[src/logic/fss_pkg.sv]
// Constants, field layout and carrier types for the fault safe-state configuration block.
// Assumes a 200 MHz system clock; all users reference names as fss_pkg::name.
package fss_pkg;

  localparam int          CFG_W          = 16;
  localparam logic [15:0] CFG_RESET      = 16'h0000;

  // Field positions (low bit of each 2-bit field)
  localparam int POS_UV_LSB = 14;
  localparam int POS_OV_LSB = 12;
  localparam int NEG_UV_LSB = 10;
  localparam int NEG_OV_LSB = 8;
  localparam int TRIM_LSB   = 6;
  localparam int CFGC_LSB   = 4;
  localparam int CLAMP_LSB  = 2;
  localparam int CLKW_LSB   = 0;

  // Fault-state action codes
  localparam logic [1:0] ACT_LOW  = 2'h0;
  localparam logic [1:0] ACT_HIGH = 2'h1;
  localparam logic [1:0] ACT_RSVD = 2'h2;
  localparam logic [1:0] ACT_NONE = 2'h3;

  // Clamp hold timing
  localparam int CLK_PERIOD_PS  = 5000;
  localparam int CLAMP_STEP_NS  = 100;
  localparam int CLAMP_STEP_CYC = (CLAMP_STEP_NS * 1000 + CLK_PERIOD_PS - 1) / CLK_PERIOD_PS;
  localparam int CLAMP_CNT_W    = 7;
  localparam int FAULT_N        = 7;

  typedef struct packed {
    logic [1:0] pos_supply_undervolt_action;
    logic [1:0] pos_supply_overvolt_action;
    logic [1:0] neg_supply_undervolt_action;
    logic [1:0] neg_supply_overvolt_action;
    logic [1:0] trim_check_fail_action;
    logic [1:0] config_check_fail_action;
    logic [1:0] voltage_clamp_hold_sel;
    logic [1:0] clock_watch_fail_action;
  } fss_cfg_t;

  // Same order as the action fields, clamp excluded
  typedef struct packed {
    logic pos_uv;
    logic pos_ov;
    logic neg_uv;
    logic neg_ov;
    logic trim_crc;
    logic cfg_crc;
    logic clk_mon;
  } fss_fault_t;

endpackage
[src/logic/fss_fault_safe_state_config.sv]
// Fault safe-state configuration register and gate output steering of the secondary side.
// Assumes fault, mask and clamp trigger inputs come from logic on clk_sys_i (no synchroniser).
// Operation
// - Positive supply undervoltage, unmasked: outputs follow bits 15-14 action.
// - Positive supply overvoltage, unmasked: outputs follow bits 13-12 action.
// - Negative supply undervoltage, unmasked: outputs follow bits 11-10 action.
// - Negative supply overvoltage, unmasked: outputs follow bits 9-8 action.
// - Trim data CRC fault, unmasked: outputs follow bits 7-6 action.
// - Configuration CRC fault, unmasked: outputs follow bits 5-4 action.
// - Voltage clamp held 100, 200, 300 or 400 ns per bits 3-2.
// - Clock monitor fault, unmasked: outputs follow bits 1-0 action.
// - Register resets to zero: faults force low, shortest clamp hold.
`timescale 1ns/1ps
module fss_fault_safe_state_config (
  input  wire logic               clk_sys_i,
  input  wire logic               rst_b_i,
  input  wire logic               cfg_wr_i,
  input  wire logic [15:0]        cfg_wdata_i,
  output logic      [15:0]        cfg_rdata_o,
  input  wire fss_pkg::fss_fault_t fault_i,
  input  wire fss_pkg::fss_fault_t fault_mask_i,
  input  wire logic               gate_cmd_i,
  input  wire logic               clamp_trigger_i,
  output logic                    gate_source_output_o,
  output logic                    gate_sink_output_o,
  output logic                    safe_state_active_o,
  output logic                    collector_voltage_clamp_o
);

  fss_pkg::fss_cfg_t                         cfg;
  fss_pkg::fss_fault_t                       active;
  logic [fss_pkg::FAULT_N-1:0][1:0]          act;
  logic                                      any_low;
  logic                                      any_high;
  logic [fss_pkg::CLAMP_CNT_W-1:0]           clamp_cnt;
  logic [fss_pkg::CLAMP_CNT_W-1:0]           next_clamp_cnt;

  function automatic logic [fss_pkg::CLAMP_CNT_W-1:0] hold_cycles(input logic [1:0] sel);
    hold_cycles = fss_pkg::CLAMP_CNT_W'((int'(sel) + 1) * fss_pkg::CLAMP_STEP_CYC);
  endfunction

  always_ff @(posedge clk_sys_i) begin
    if (!rst_b_i) begin
      cfg <= fss_pkg::fss_cfg_t'(fss_pkg::CFG_RESET);
    end else if (cfg_wr_i) begin
      cfg <= fss_pkg::fss_cfg_t'(cfg_wdata_i);
    end
  end

  assign cfg_rdata_o = 16'(cfg);

  // Masked faults never reach the steering logic
  assign active = fss_pkg::fss_fault_t'(fault_i & ~fault_mask_i);
  assign act = {cfg.pos_supply_undervolt_action, cfg.pos_supply_overvolt_action,
                cfg.neg_supply_undervolt_action, cfg.neg_supply_overvolt_action,
                cfg.trim_check_fail_action, cfg.config_check_fail_action,
                cfg.clock_watch_fail_action};

  // Low wins over high when faults disagree; reserved code is taken as low to fail safe
  always_comb begin
    any_low  = 1'b0;
    any_high = 1'b0;
    for (int i = 0; i < fss_pkg::FAULT_N; i++) begin
      if (active[i]) begin
        if (act[i] == fss_pkg::ACT_HIGH) begin
          any_high = 1'b1;
        end else if (act[i] != fss_pkg::ACT_NONE) begin
          any_low = 1'b1;
        end
      end
    end
  end

  always_ff @(posedge clk_sys_i) begin
    if (!rst_b_i) begin
      gate_source_output_o <= 1'b0;
      gate_sink_output_o   <= 1'b1;
      safe_state_active_o  <= 1'b0;
    end else if (any_low) begin
      gate_source_output_o <= 1'b0;
      gate_sink_output_o   <= 1'b1;
      safe_state_active_o  <= 1'b1;
    end else if (any_high) begin
      gate_source_output_o <= 1'b1;
      gate_sink_output_o   <= 1'b0;
      safe_state_active_o  <= 1'b1;
    end else begin
      gate_source_output_o <= gate_cmd_i;
      gate_sink_output_o   <= ~gate_cmd_i;
      safe_state_active_o  <= 1'b0;
    end
  end

  // A new trigger restarts the hold from the full time
  always_comb begin
    if (clamp_trigger_i) begin
      next_clamp_cnt = hold_cycles(cfg.voltage_clamp_hold_sel);
    end else if (clamp_cnt != '0) begin
      next_clamp_cnt = clamp_cnt - 1'b1;
    end else begin
      next_clamp_cnt = '0;
    end
  end

  always_ff @(posedge clk_sys_i) begin
    if (!rst_b_i) begin
      clamp_cnt                 <= '0;
      collector_voltage_clamp_o <= 1'b0;
    end else begin
      clamp_cnt                 <= next_clamp_cnt;
      collector_voltage_clamp_o <= (next_clamp_cnt != '0);
    end
  end

  // Helper logic for checking the clamp run length
  logic [fss_pkg::CLAMP_CNT_W-1:0] run_len;
  logic [fss_pkg::CLAMP_CNT_W-1:0] hold_load;

  always_ff @(posedge clk_sys_i) begin
    if (!rst_b_i) begin
      run_len   <= '0;
      hold_load <= '0;
    end else if (clamp_trigger_i) begin
      run_len   <= 7'h01;
      hold_load <= hold_cycles(cfg.voltage_clamp_hold_sel);
    end else if (collector_voltage_clamp_o) begin
      run_len   <= run_len + 1'b1;
    end
  end
endmodule

[config.mk]
export PLATFORM = sky130hd
export DESIGN_NAME = fss_fault_safe_state_config
export DESIGN_NICKNAME = d
export VERILOG_FILES = /design/src/logic/fss_pkg.sv /design/src/logic/fss_fault_safe_state_config.sv
export SDC_FILE = /design/constraint.sdc
export NUM_CORES = 1
export LEC_CHECK = 0
export ABC_AREA = 1
export BUFFER_PORTS_ARGS = -buffer_cell sky130_fd_sc_hd__buf_4
export CAP_MARGIN = 20
export CORE_MARGIN = 1
export CORE_UTILIZATION = 46
export DETAILED_ROUTE_END_ITERATION = 16
export HOLD_SLACK_MARGIN = 0.1
export PLACE_DENSITY = 0.85
export SLEW_MARGIN = 20
export SYNTH_ARGS = -nofsm -noshare
export SYNTH_HDL_FRONTEND = slang
export SYNTH_SLANG_ARGS = --single-unit
export TNS_END_PERCENT = 1
[constraint.sdc]
create_clock -name clk_sys_i -period 1.5 [get_ports clk_sys_i]
set_input_delay 0.225 -clock clk_sys_i [delete_from_list [all_inputs] [get_ports clk_sys_i]]
set_output_delay 0.225 -clock clk_sys_i [all_outputs]
set_load 0.1 [all_outputs]
# After elaboration in Yosys (flattened, before gate mapping)
# Index checks and enable logic that the tools add are counted.
[classes]
bitwise_logic = 4
add_sub_neg = 2
mux = 41
n_reduce_logical = 3
n_eq_ne = 14
multipliers = 1
[ops]
columns = ["op", "count"]
rows = [
  ["two-way mux 1 bit", 39],
  ["== test 2 x 1 -> 1 bit, second input constant", 7],
  ["two-way mux 7 bit", 2],
  ["!= test 2 bit, second input constant", 7],
  ["nonzero test 7 bit", 2],
  ["bitwise AND 7 bit", 1],
  ["inverter 7 bit", 1],
  ["subtractor 7 x 1 -> 7 bit, second input constant", 1],
  ["multiplier 3 x 3 -> 5 bit, second input constant", 1],
  ["adder 2 x 1 -> 3 bit, second input constant", 1],
  ["inverter 1 bit", 2],
  ["OR reduction 2 bit", 1],
]
[word_totals]
in_bits = 35
regBits = 27
output_inout_bits = 20
elab_cells = 78

# Depth between registers and ports, before layout
# Gate-level depths: netlist (run 1).
[depth]
word_depth = 23
ltp_mapped = 10
mapped_depth_nobuf = 10

# Least setup slack after synthesis (run 1)
# OpenSTA, ideal clock, no wires.
[synth_path]
kind = "register to register"
startpoint = "reg cfg, in the netlist cfg_rdata_o[3]"
endpoint = "reg collector_voltage_clamp_o"
t_arrival_ns = 1.700
synth_period_minus_slack_ns = 1.821
t_required_ns = 1.379
stages_incl_launch_ff = 8
slack_ns = -0.321
setup_ns = 0.121
path_buffers = 0
path_cell_list = "dfxtp_1 > inv_1 > ha_1 > nor2_1 > inv_1 > nand3_1 > nor2_1 > a21oi_1"
[synth_via]
elab_chain_cells = 4
[synth_lines]
columns = ["item", "line", "text"]
rows = [
  ["start, declared", "fss_fault_safe_state_config.sv:30", "fss_pkg::fss_cfg_t cfg;"],
  ["start signal, assigned", "fss_fault_safe_state_config.sv:44", "cfg <= fss_pkg::fss_cfg_t'(fss_pkg::CFG_RESET);"],
  ["start signal, assigned", "fss_fault_safe_state_config.sv:46", "cfg <= fss_pkg::fss_cfg_t'(cfg_wdata_i);"],
  ["adder 2 x 1 -> 3 bit", "--", ""],
  ["multiplier 3 x 3 -> 5 bit", "--", ""],
  ["two-way mux 7 bit", "fss_fault_safe_state_config.sv:96", "if (clamp_trigger_i) begin"],
  ["nonzero test 7 bit", "fss_fault_safe_state_config.sv:111", "collector_voltage_clamp_o <= (next_clamp_cnt != '0);"],
  ["end signal, assigned", "fss_fault_safe_state_config.sv:111", ""],
  ["end, declared", "fss_fault_safe_state_config.sv:27", "output logic collector_voltage_clamp_o"],
]
# Every way passes these cells.
# A chain may end at the register's enable or synchronous reset.

# Worst setup path after layout (run 1)
[layout_path]
startpoint = "reg clamp_cnt[0] (netlist name)"
endpoint = "reg collector_voltage_clamp_o"
[layout_via]
elab_chain_cells = 4
elab_cells_between_ends = 5
classes_between = "add/sub (1); mux (2); reduce/logical (2)"
[layout_lines]
columns = ["item", "line", "text"]
rows = [
  ["start, declared", "fss_fault_safe_state_config.sv:35", "logic [fss_pkg::CLAMP_CNT_W-1:0] clamp_cnt;"],
  ["start signal, assigned", "fss_fault_safe_state_config.sv:110", "clamp_cnt <= next_clamp_cnt;"],
  ["subtractor 7 x 1 -> 7 bit / nonzero test 7 bit (equally long branches)", "fss_fault_safe_state_config.sv:99, fss_fault_safe_state_config.sv:98", ""],
  ["two-way mux 7 bit (*)", "fss_fault_safe_state_config.sv:98", "end else if (clamp_cnt != '0) begin"],
  ["two-way mux 7 bit (*)", "fss_fault_safe_state_config.sv:96", ""],
  ["nonzero test 7 bit (*)", "fss_fault_safe_state_config.sv:111", ""],
]
# Mark *: on every way between the ends. The rest lies on a longest branch, timed or not.

==> results of run 1 <==
==> cell type report <==
cell class                      instances  area [um^2]
Inverter                               29          109
Clock buffer                            4         26.3
Multi-Input combinational cell        124          584
Fill cell                             229          802
Sequential cell                        27          543
Tap cell                               30         37.5
Timing Repair Buffer                   56          420
==> per-layer routing <==
metal	vias up	track usage, %	share of wire [%]
li1	689	-	-
met2	36	35.2	47
met1	561	25.0	45
met4	0	7.69	1.3
met3	4	4.80	6.2
met5	-	0	0
==> path summary, 6_finish.rpt <==
check / end / slack [ps] / start
max: collector_voltage_clamp_o / 200 / clamp_cnt[0]
min: cfg_rdata_o[0] / 110 / cfg_wdata_i[0]
max reg2reg: collector_voltage_clamp_o / 200 / clamp_cnt[0]
min reg2reg: cfg_rdata_o[1] / 480 / cfg_rdata_o[1]
==> worst reg2reg max path: stages (launching register included) <==
cell and delay (ps):
dfxtp_1 330, inv_1 70, ha_1 230, nand2_2 100
nor2_2 120, nor2_2 60, nand2_1 80, nand3_1 70
nor2_1 90, a21oi_1 60
==> flip-flops by register name, indices dropped and copies added, names as in the netlist <==
signal,flops
gate_sink_output_o,1
cfg_rdata_o,16
gate_source_output_o,1
safe_state_active_o,1
collector_voltage_clamp_o,1
clamp_cnt,7
==> power breakdown <==
part	total [mW]	switching (mW)	internal, mW	leakage [nW]
clock network	0.314	0.210	0.104	0.0150
logic	0.695	0.484	0.211	0.651
registers	0.817	0.0413	0.776	0.225
total	1.83	0.734	1.09	0.890
==> per-stage QoR <==
stage	util, %	hold WS (ps)
2_1_floorplan	-	356
3_3_place_gp	67.2	448
3_5_place_dp	67.2	453
4_1_cts	68.2	107
5_1_grt	68.2	106
6_report	68.2	108
==> cell families (layout without fill, tap and decap cells) <==
kind of cell    Yosys count  after routing  share of synthesized area, %
compound gates           33             33                          14.1
xor+xnor                  1              1                         0.699
fa+ha+maj                 3              3                          3.00
buf+inv                  33             89                          10.2
flops                    27             27                          43.2
simple gates             87             87                          28.9
==> Yosys cell counts (all sizes together) <==
library cell,n
buf,3
or2,1
inv,28
dfxtp,27
nand4,2
o22ai,2
nand2,30
ha,3
clkbuf,1
a211oi,1
nand3,6
a21oi,11
nor3,2
clkinv,1
a22oi,1
nor2,44
nand3b,2
o21ai,18
xor2,1
==> flow_summary.json, run 1 <==
{
  "crit_top_cell": "nor2_2",
  "whs_path_depth": 3,
  "outcome": "finished clean",
  "final_cell_area_um2": 1720,
  "synth_cell_types": 24,
  "min_period_over_period_pct": 86.6,
  "numCtsBuffers": 3,
  "vias": 1290,
  "grtUsageTotal_pct": 20.7,
  "clk_pin_slew_worst_paths_ps": 150,
  "end_kind": "flip-flop",
  "cts_setup_buffers": 0,
  "tns_ps": 0,
  "htree_levels": 1,
  "cp-start-kind": "flip-flop",
  "clock_skew_ps": 14.4,
  "start_util_pct": 49.7,
  "port_buffers": 54,
  "slowest_delay_ps": 330,
  "core-area_um2": 2520,
  "worst_pin_slew_ps": 370,
  "finalHoldViolCount": 0,
  "ys_ff_latch": 27,
  "place_ws_ps": 224,
  "grt_pass1_wl_mm": 4.37,
  "nNetsFinal": 279,
  "drv_cap": 0,
  "relSlewSlack_pct": 75.2,
  "final_layout_size_suffix_gt1_share_pct": 27.9,
  "overflow": 0,
  "period_minus_slack_ps": 1300,
  "syn-num-nets": 222,
  "first_global_vias": 1044,
  "final_common_cell": "buf_4",
  "rows": 18,
  "drtPass1Iterations": 4,
  "seq_area_frac_synth_pct": 43.2,
  "synthTopCellsByArea": "dfxtp_1 43%, nor2_1 12%, nand2_1 8.7%",
  "cp_num_buf_inv": 1,
  "finalWirelength_mm": 2.83,
  "placed_cells_incl_taps": 266,
  "finalSetupViolations": 0,
  "yosys.area.top_type": "dfxtp_1",
  "grt_max_degree": 18,
  "insertion_delay_ps": 320,
  "cts.path.max_buffers": 2,
  "antenna_found_initial": 0,
  "area_delta_synth_final_pct": 37.4,
  "crit_path_top_delay_cell": "dfxtp_1",
  "syn-cell-area_um2": 1250,
  "drt_iter0_drc": 16,
  "cts_hold_buf": 0,
  "routed_via_density": 4.78,
  "crit_cells": 9,
  "clock-sinks": 27,
  "gp_congestion": 0.883,
  "irDropWorstVdd_v": 0.000897,
  "power_leakage_nw": 0.890,
  "final_cells": 270,
  "cp_cell_sequence": "inv_1 -> ha_1 -> nand2_2 -> nor2_2 -> nor2_2 -> nand2_1 -> nand3_1 -> nor2_1 -> a21oi_1",
  "yosysTopAreaCellShare_pct": 43.2,
  "cts.root.buffer_cell": "clkbuf_4",
  "layout_common_cells": "56 x buf_4, 41 x nor2_1, 29 x nand2_1, 27 x inv_1, 25 x dfxtp_1",
  "cts_tree": "done",
  "avgSynthCellArea_um2": 6.81,
  "crit_family": "simple AND/OR/NAND/NOR gates",
  "fmax_ghz": 0.770,
  "antenna_left": 0,
  "hpwl_mm": 2.22,
  "place_area_um2": 1690,
  "worst_slack_ps": 201,
  "path_max_fanout": 4,
  "cp.required_ps": 1730,
  "worstHoldPathType": "input pin to flip-flop",
  "totalPowerFinal_mw": 1.83,
  "num_antenna_cells": 0,
  "path_class": "flip-flop to flip-flop",
  "yosysWarnings": 0,
  "die-area_um2": 2940,
  "cts.repair.resized": 0,
  "r2r_cells": 9,
  "dieWidth_um": 54.2,
  "drv_slew": 0,
  "routedWlPerCell_um": 10.5,
  "power.density_nw_per_um2": 1060,
  "ios": 55,
  "die_y_um": 54.2,
  "rsz0062_at_grt": "false",
  "remaining_drc_errors": 0,
  "syn_inst": 184,
  "cp.arrival_ps": 1530
}
Note: power is estimated with default switching activity, not from simulation.
==> run 2, diff against run 1 <==
--- a/config.mk
+++ b/config.mk
@@ -8,9 +8,10 @@
 export ABC_AREA = 1
 export BUFFER_PORTS_ARGS = -buffer_cell sky130_fd_sc_hd__buf_4
 export CAP_MARGIN = 20
-export CORE_MARGIN = 1
+export CORE_MARGIN = 2
 export CORE_UTILIZATION = 46
 export DETAILED_ROUTE_END_ITERATION = 16
+export GPL_TIMING_DRIVEN = 1
 export HOLD_SLACK_MARGIN = 0.1
 export PLACE_DENSITY = 0.85
 export SLEW_MARGIN = 20
==> constraint.sdc (replaced) <==
create_clock -name clk_sys_i -period 1.25 [get_ports clk_sys_i]
set_input_delay 0.1875 -clock clk_sys_i [delete_from_list [all_inputs] [get_ports clk_sys_i]]
set_output_delay 0.1875 -clock clk_sys_i [all_outputs]
set_load 0.1 [all_outputs]
==> flow_summary.json, run 2 (synthesis results as in run 1) <==
{
  "startpoint": "clamp_cnt[5]",
  "place_ws_ps": -24.2,
  "nNetsFinal": 292,
  "path_max_fanout": 4,
  "first_global_vias": 1270,
  "r2r-start": "clamp_cnt[5]",
  "cp-start-kind": "flip-flop",
  "port_buffers": 54,
  "largest_reg_flops": 16,
  "cp_num_buf_inv": 0,
  "worstHoldPathType": "input pin to flip-flop",
  "crit_path_top_delay_cell": "dfxtp_1",
  "insertion_delay_ps": 320,
  "num_antenna_cells": 0,
  "final_cells": 283,
  "drv_cap": 0,
  "vias": 1377,
  "clock-sinks": 27,
  "cp.arrival_ps": 1440,
  "irDropWorstVdd_v": 0.000807,
  "timing.hold.ws_ps": 118,
  "power_leakage_nw": 0.978,
  "fmax_ghz": 0.825,
  "grtUsageTotal_pct": 21.5,
  "dieWidth_um": 56.2,
  "die-area_um2": 3160,
  "routedWlPerCell_um": 12.3,
  "path_class": "flip-flop to flip-flop",
  "area_delta_synth_final_pct": 58.3,
  "use_met2_pct": 36.6,
  "clock_skew_ps": 16.5,
  "rows": 18,
  "finalWirelength_mm": 3.48,
  "min_period_over_period_pct": 97.0,
  "rsz0062_at_grt": "true",
  "outcome": "finished clean",
  "hpwl_mm": 2.49,
  "die_y_um": 56.2,
  "gp_congestion": 0.854,
  "clk_pin_slew_worst_paths_ps": 150,
  "ios": 55,
  "drv_slew": 0,
  "htree_levels": 1,
  "use_met1_pct": 27.0,
  "placed_cells_incl_taps": 268,
  "slowest_delay_ps": 360,
  "r2r_cells": 8,
  "grt_max_degree": 17,
  "worst_pin_slew_ps": 320,
  "antenna_left": 0,
  "final_layout_size_suffix_gt1_share_pct": 41.1,
  "final_util_pct": 78.6,
  "hp-start": "gate_cmd_i",
  "grt_pass1_wl_mm": 5.49,
  "cts.root.buffer_cell": "clkbuf_4",
  "core-area_um2": 2520,
  "remaining_drc_errors": 0,
  "crit_family": "simple AND/OR/NAND/NOR gates",
  "r2r-end": "collector_voltage_clamp_o",
  "finalHoldViolCount": 0,
  "relSlewSlack_pct": 78.5,
  "cts.path.max_buffers": 2,
  "crit_cells": 8,
  "endpoint": "collector_voltage_clamp_o",
  "overflow": 0,
  "grt.met3_usage_pct": 5.12,
  "end_kind": "flip-flop",
  "worst_slack_ps": 37.4,
  "period_minus_slack_ps": 1210,
  "drtPass1Iterations": 4,
  "cp_cell_sequence": "nor2_2 -> nand2_1 -> nor2_4 -> nor2_4 -> nand2_1 -> nand3_1 -> nor2_1 -> a21oi_1",
  "top_usage_layer": "met2",
  "numCtsBuffers": 3,
  "cp.required_ps": 1480,
  "layout_common_cells": "60 x buf_4, 39 x nor2_1, 28 x nand2_1, 23 x inv_1, 16 x o21ai_0",
  "routed_via_density": 4.87,
  "antenna_found_initial": 0,
  "cts_tree": "done",
  "power.density_nw_per_um2": 1170,
  "final_common_cell": "buf_4",
  "r2r_slack_ps": 40,
  "finalSetupViolations": 0,
  "tns_ps": 0,
  "drt_iter0_drc": 39,
  "start_util_pct": 49.7
}
## run 2: per-layer routing
layer	wire, um	vias up
met4	40	0
met2	1750	43
met5	0	-
li1	-	711
met3	212	6
met1	1480	617
## run 2: worst min path at each step
stage	slack, ps	cells past startpoint	endpoint
global placement	410	3	cfg_rdata_o[15]
global route	110	3	cfg_rdata_o[9]
finish	120	3	gate_sink_output_o
CTS	120	3	cfg_rdata_o[9]
floorplan	320	2	cfg_rdata_o[14]
detailed placement	410	3	cfg_rdata_o[13]
## run 2: worst reg2reg max path: stages, from the launching register on
cell     delay [ps]
dfxtp_1         360
nor2_2          130
nand2_1         120
nor2_4          160
nor2_4           50
nand2_1          80
nand3_1          80
nor2_1           80
a21oi_1          60
## run 2: power breakdown
group,internal [mW],total [mW],switching (mW)
Clock,0.119,0.369,0.249
Combinational,0.324,0.965,0.641
Sequential,0.929,0.991,0.0623
## run 2: per-stage QoR
step / total power [mW] / area [um^2]
floorplan: 1.61 / 1320
global placement: 1.83 / 1770
detailed placement: 1.85 / 1770
CTS: 2.25 / 1910
global route: 2.45 / 1980
finish: 2.33 / 1980
## run 2: area by class of cell
cell class	count	area, um^2
fillers	192	539
clock inverters	1	5.00
inverters	29	111
well taps	30	37.5
repair buffers	69	541
multi-input cells	124	674
flip-flops and latches	27	592
clock buffers	3	22.5
## run 2: what timing repair did
action / CTS / global route
endpoints found under the setup margin: 2 / 4
resized for setup: 4 / 17
pin swaps: 8 / 10
endpoints found under the hold margin: 9 / 0
setup buffers: 0 / 2
hold buffers: 9 / 0
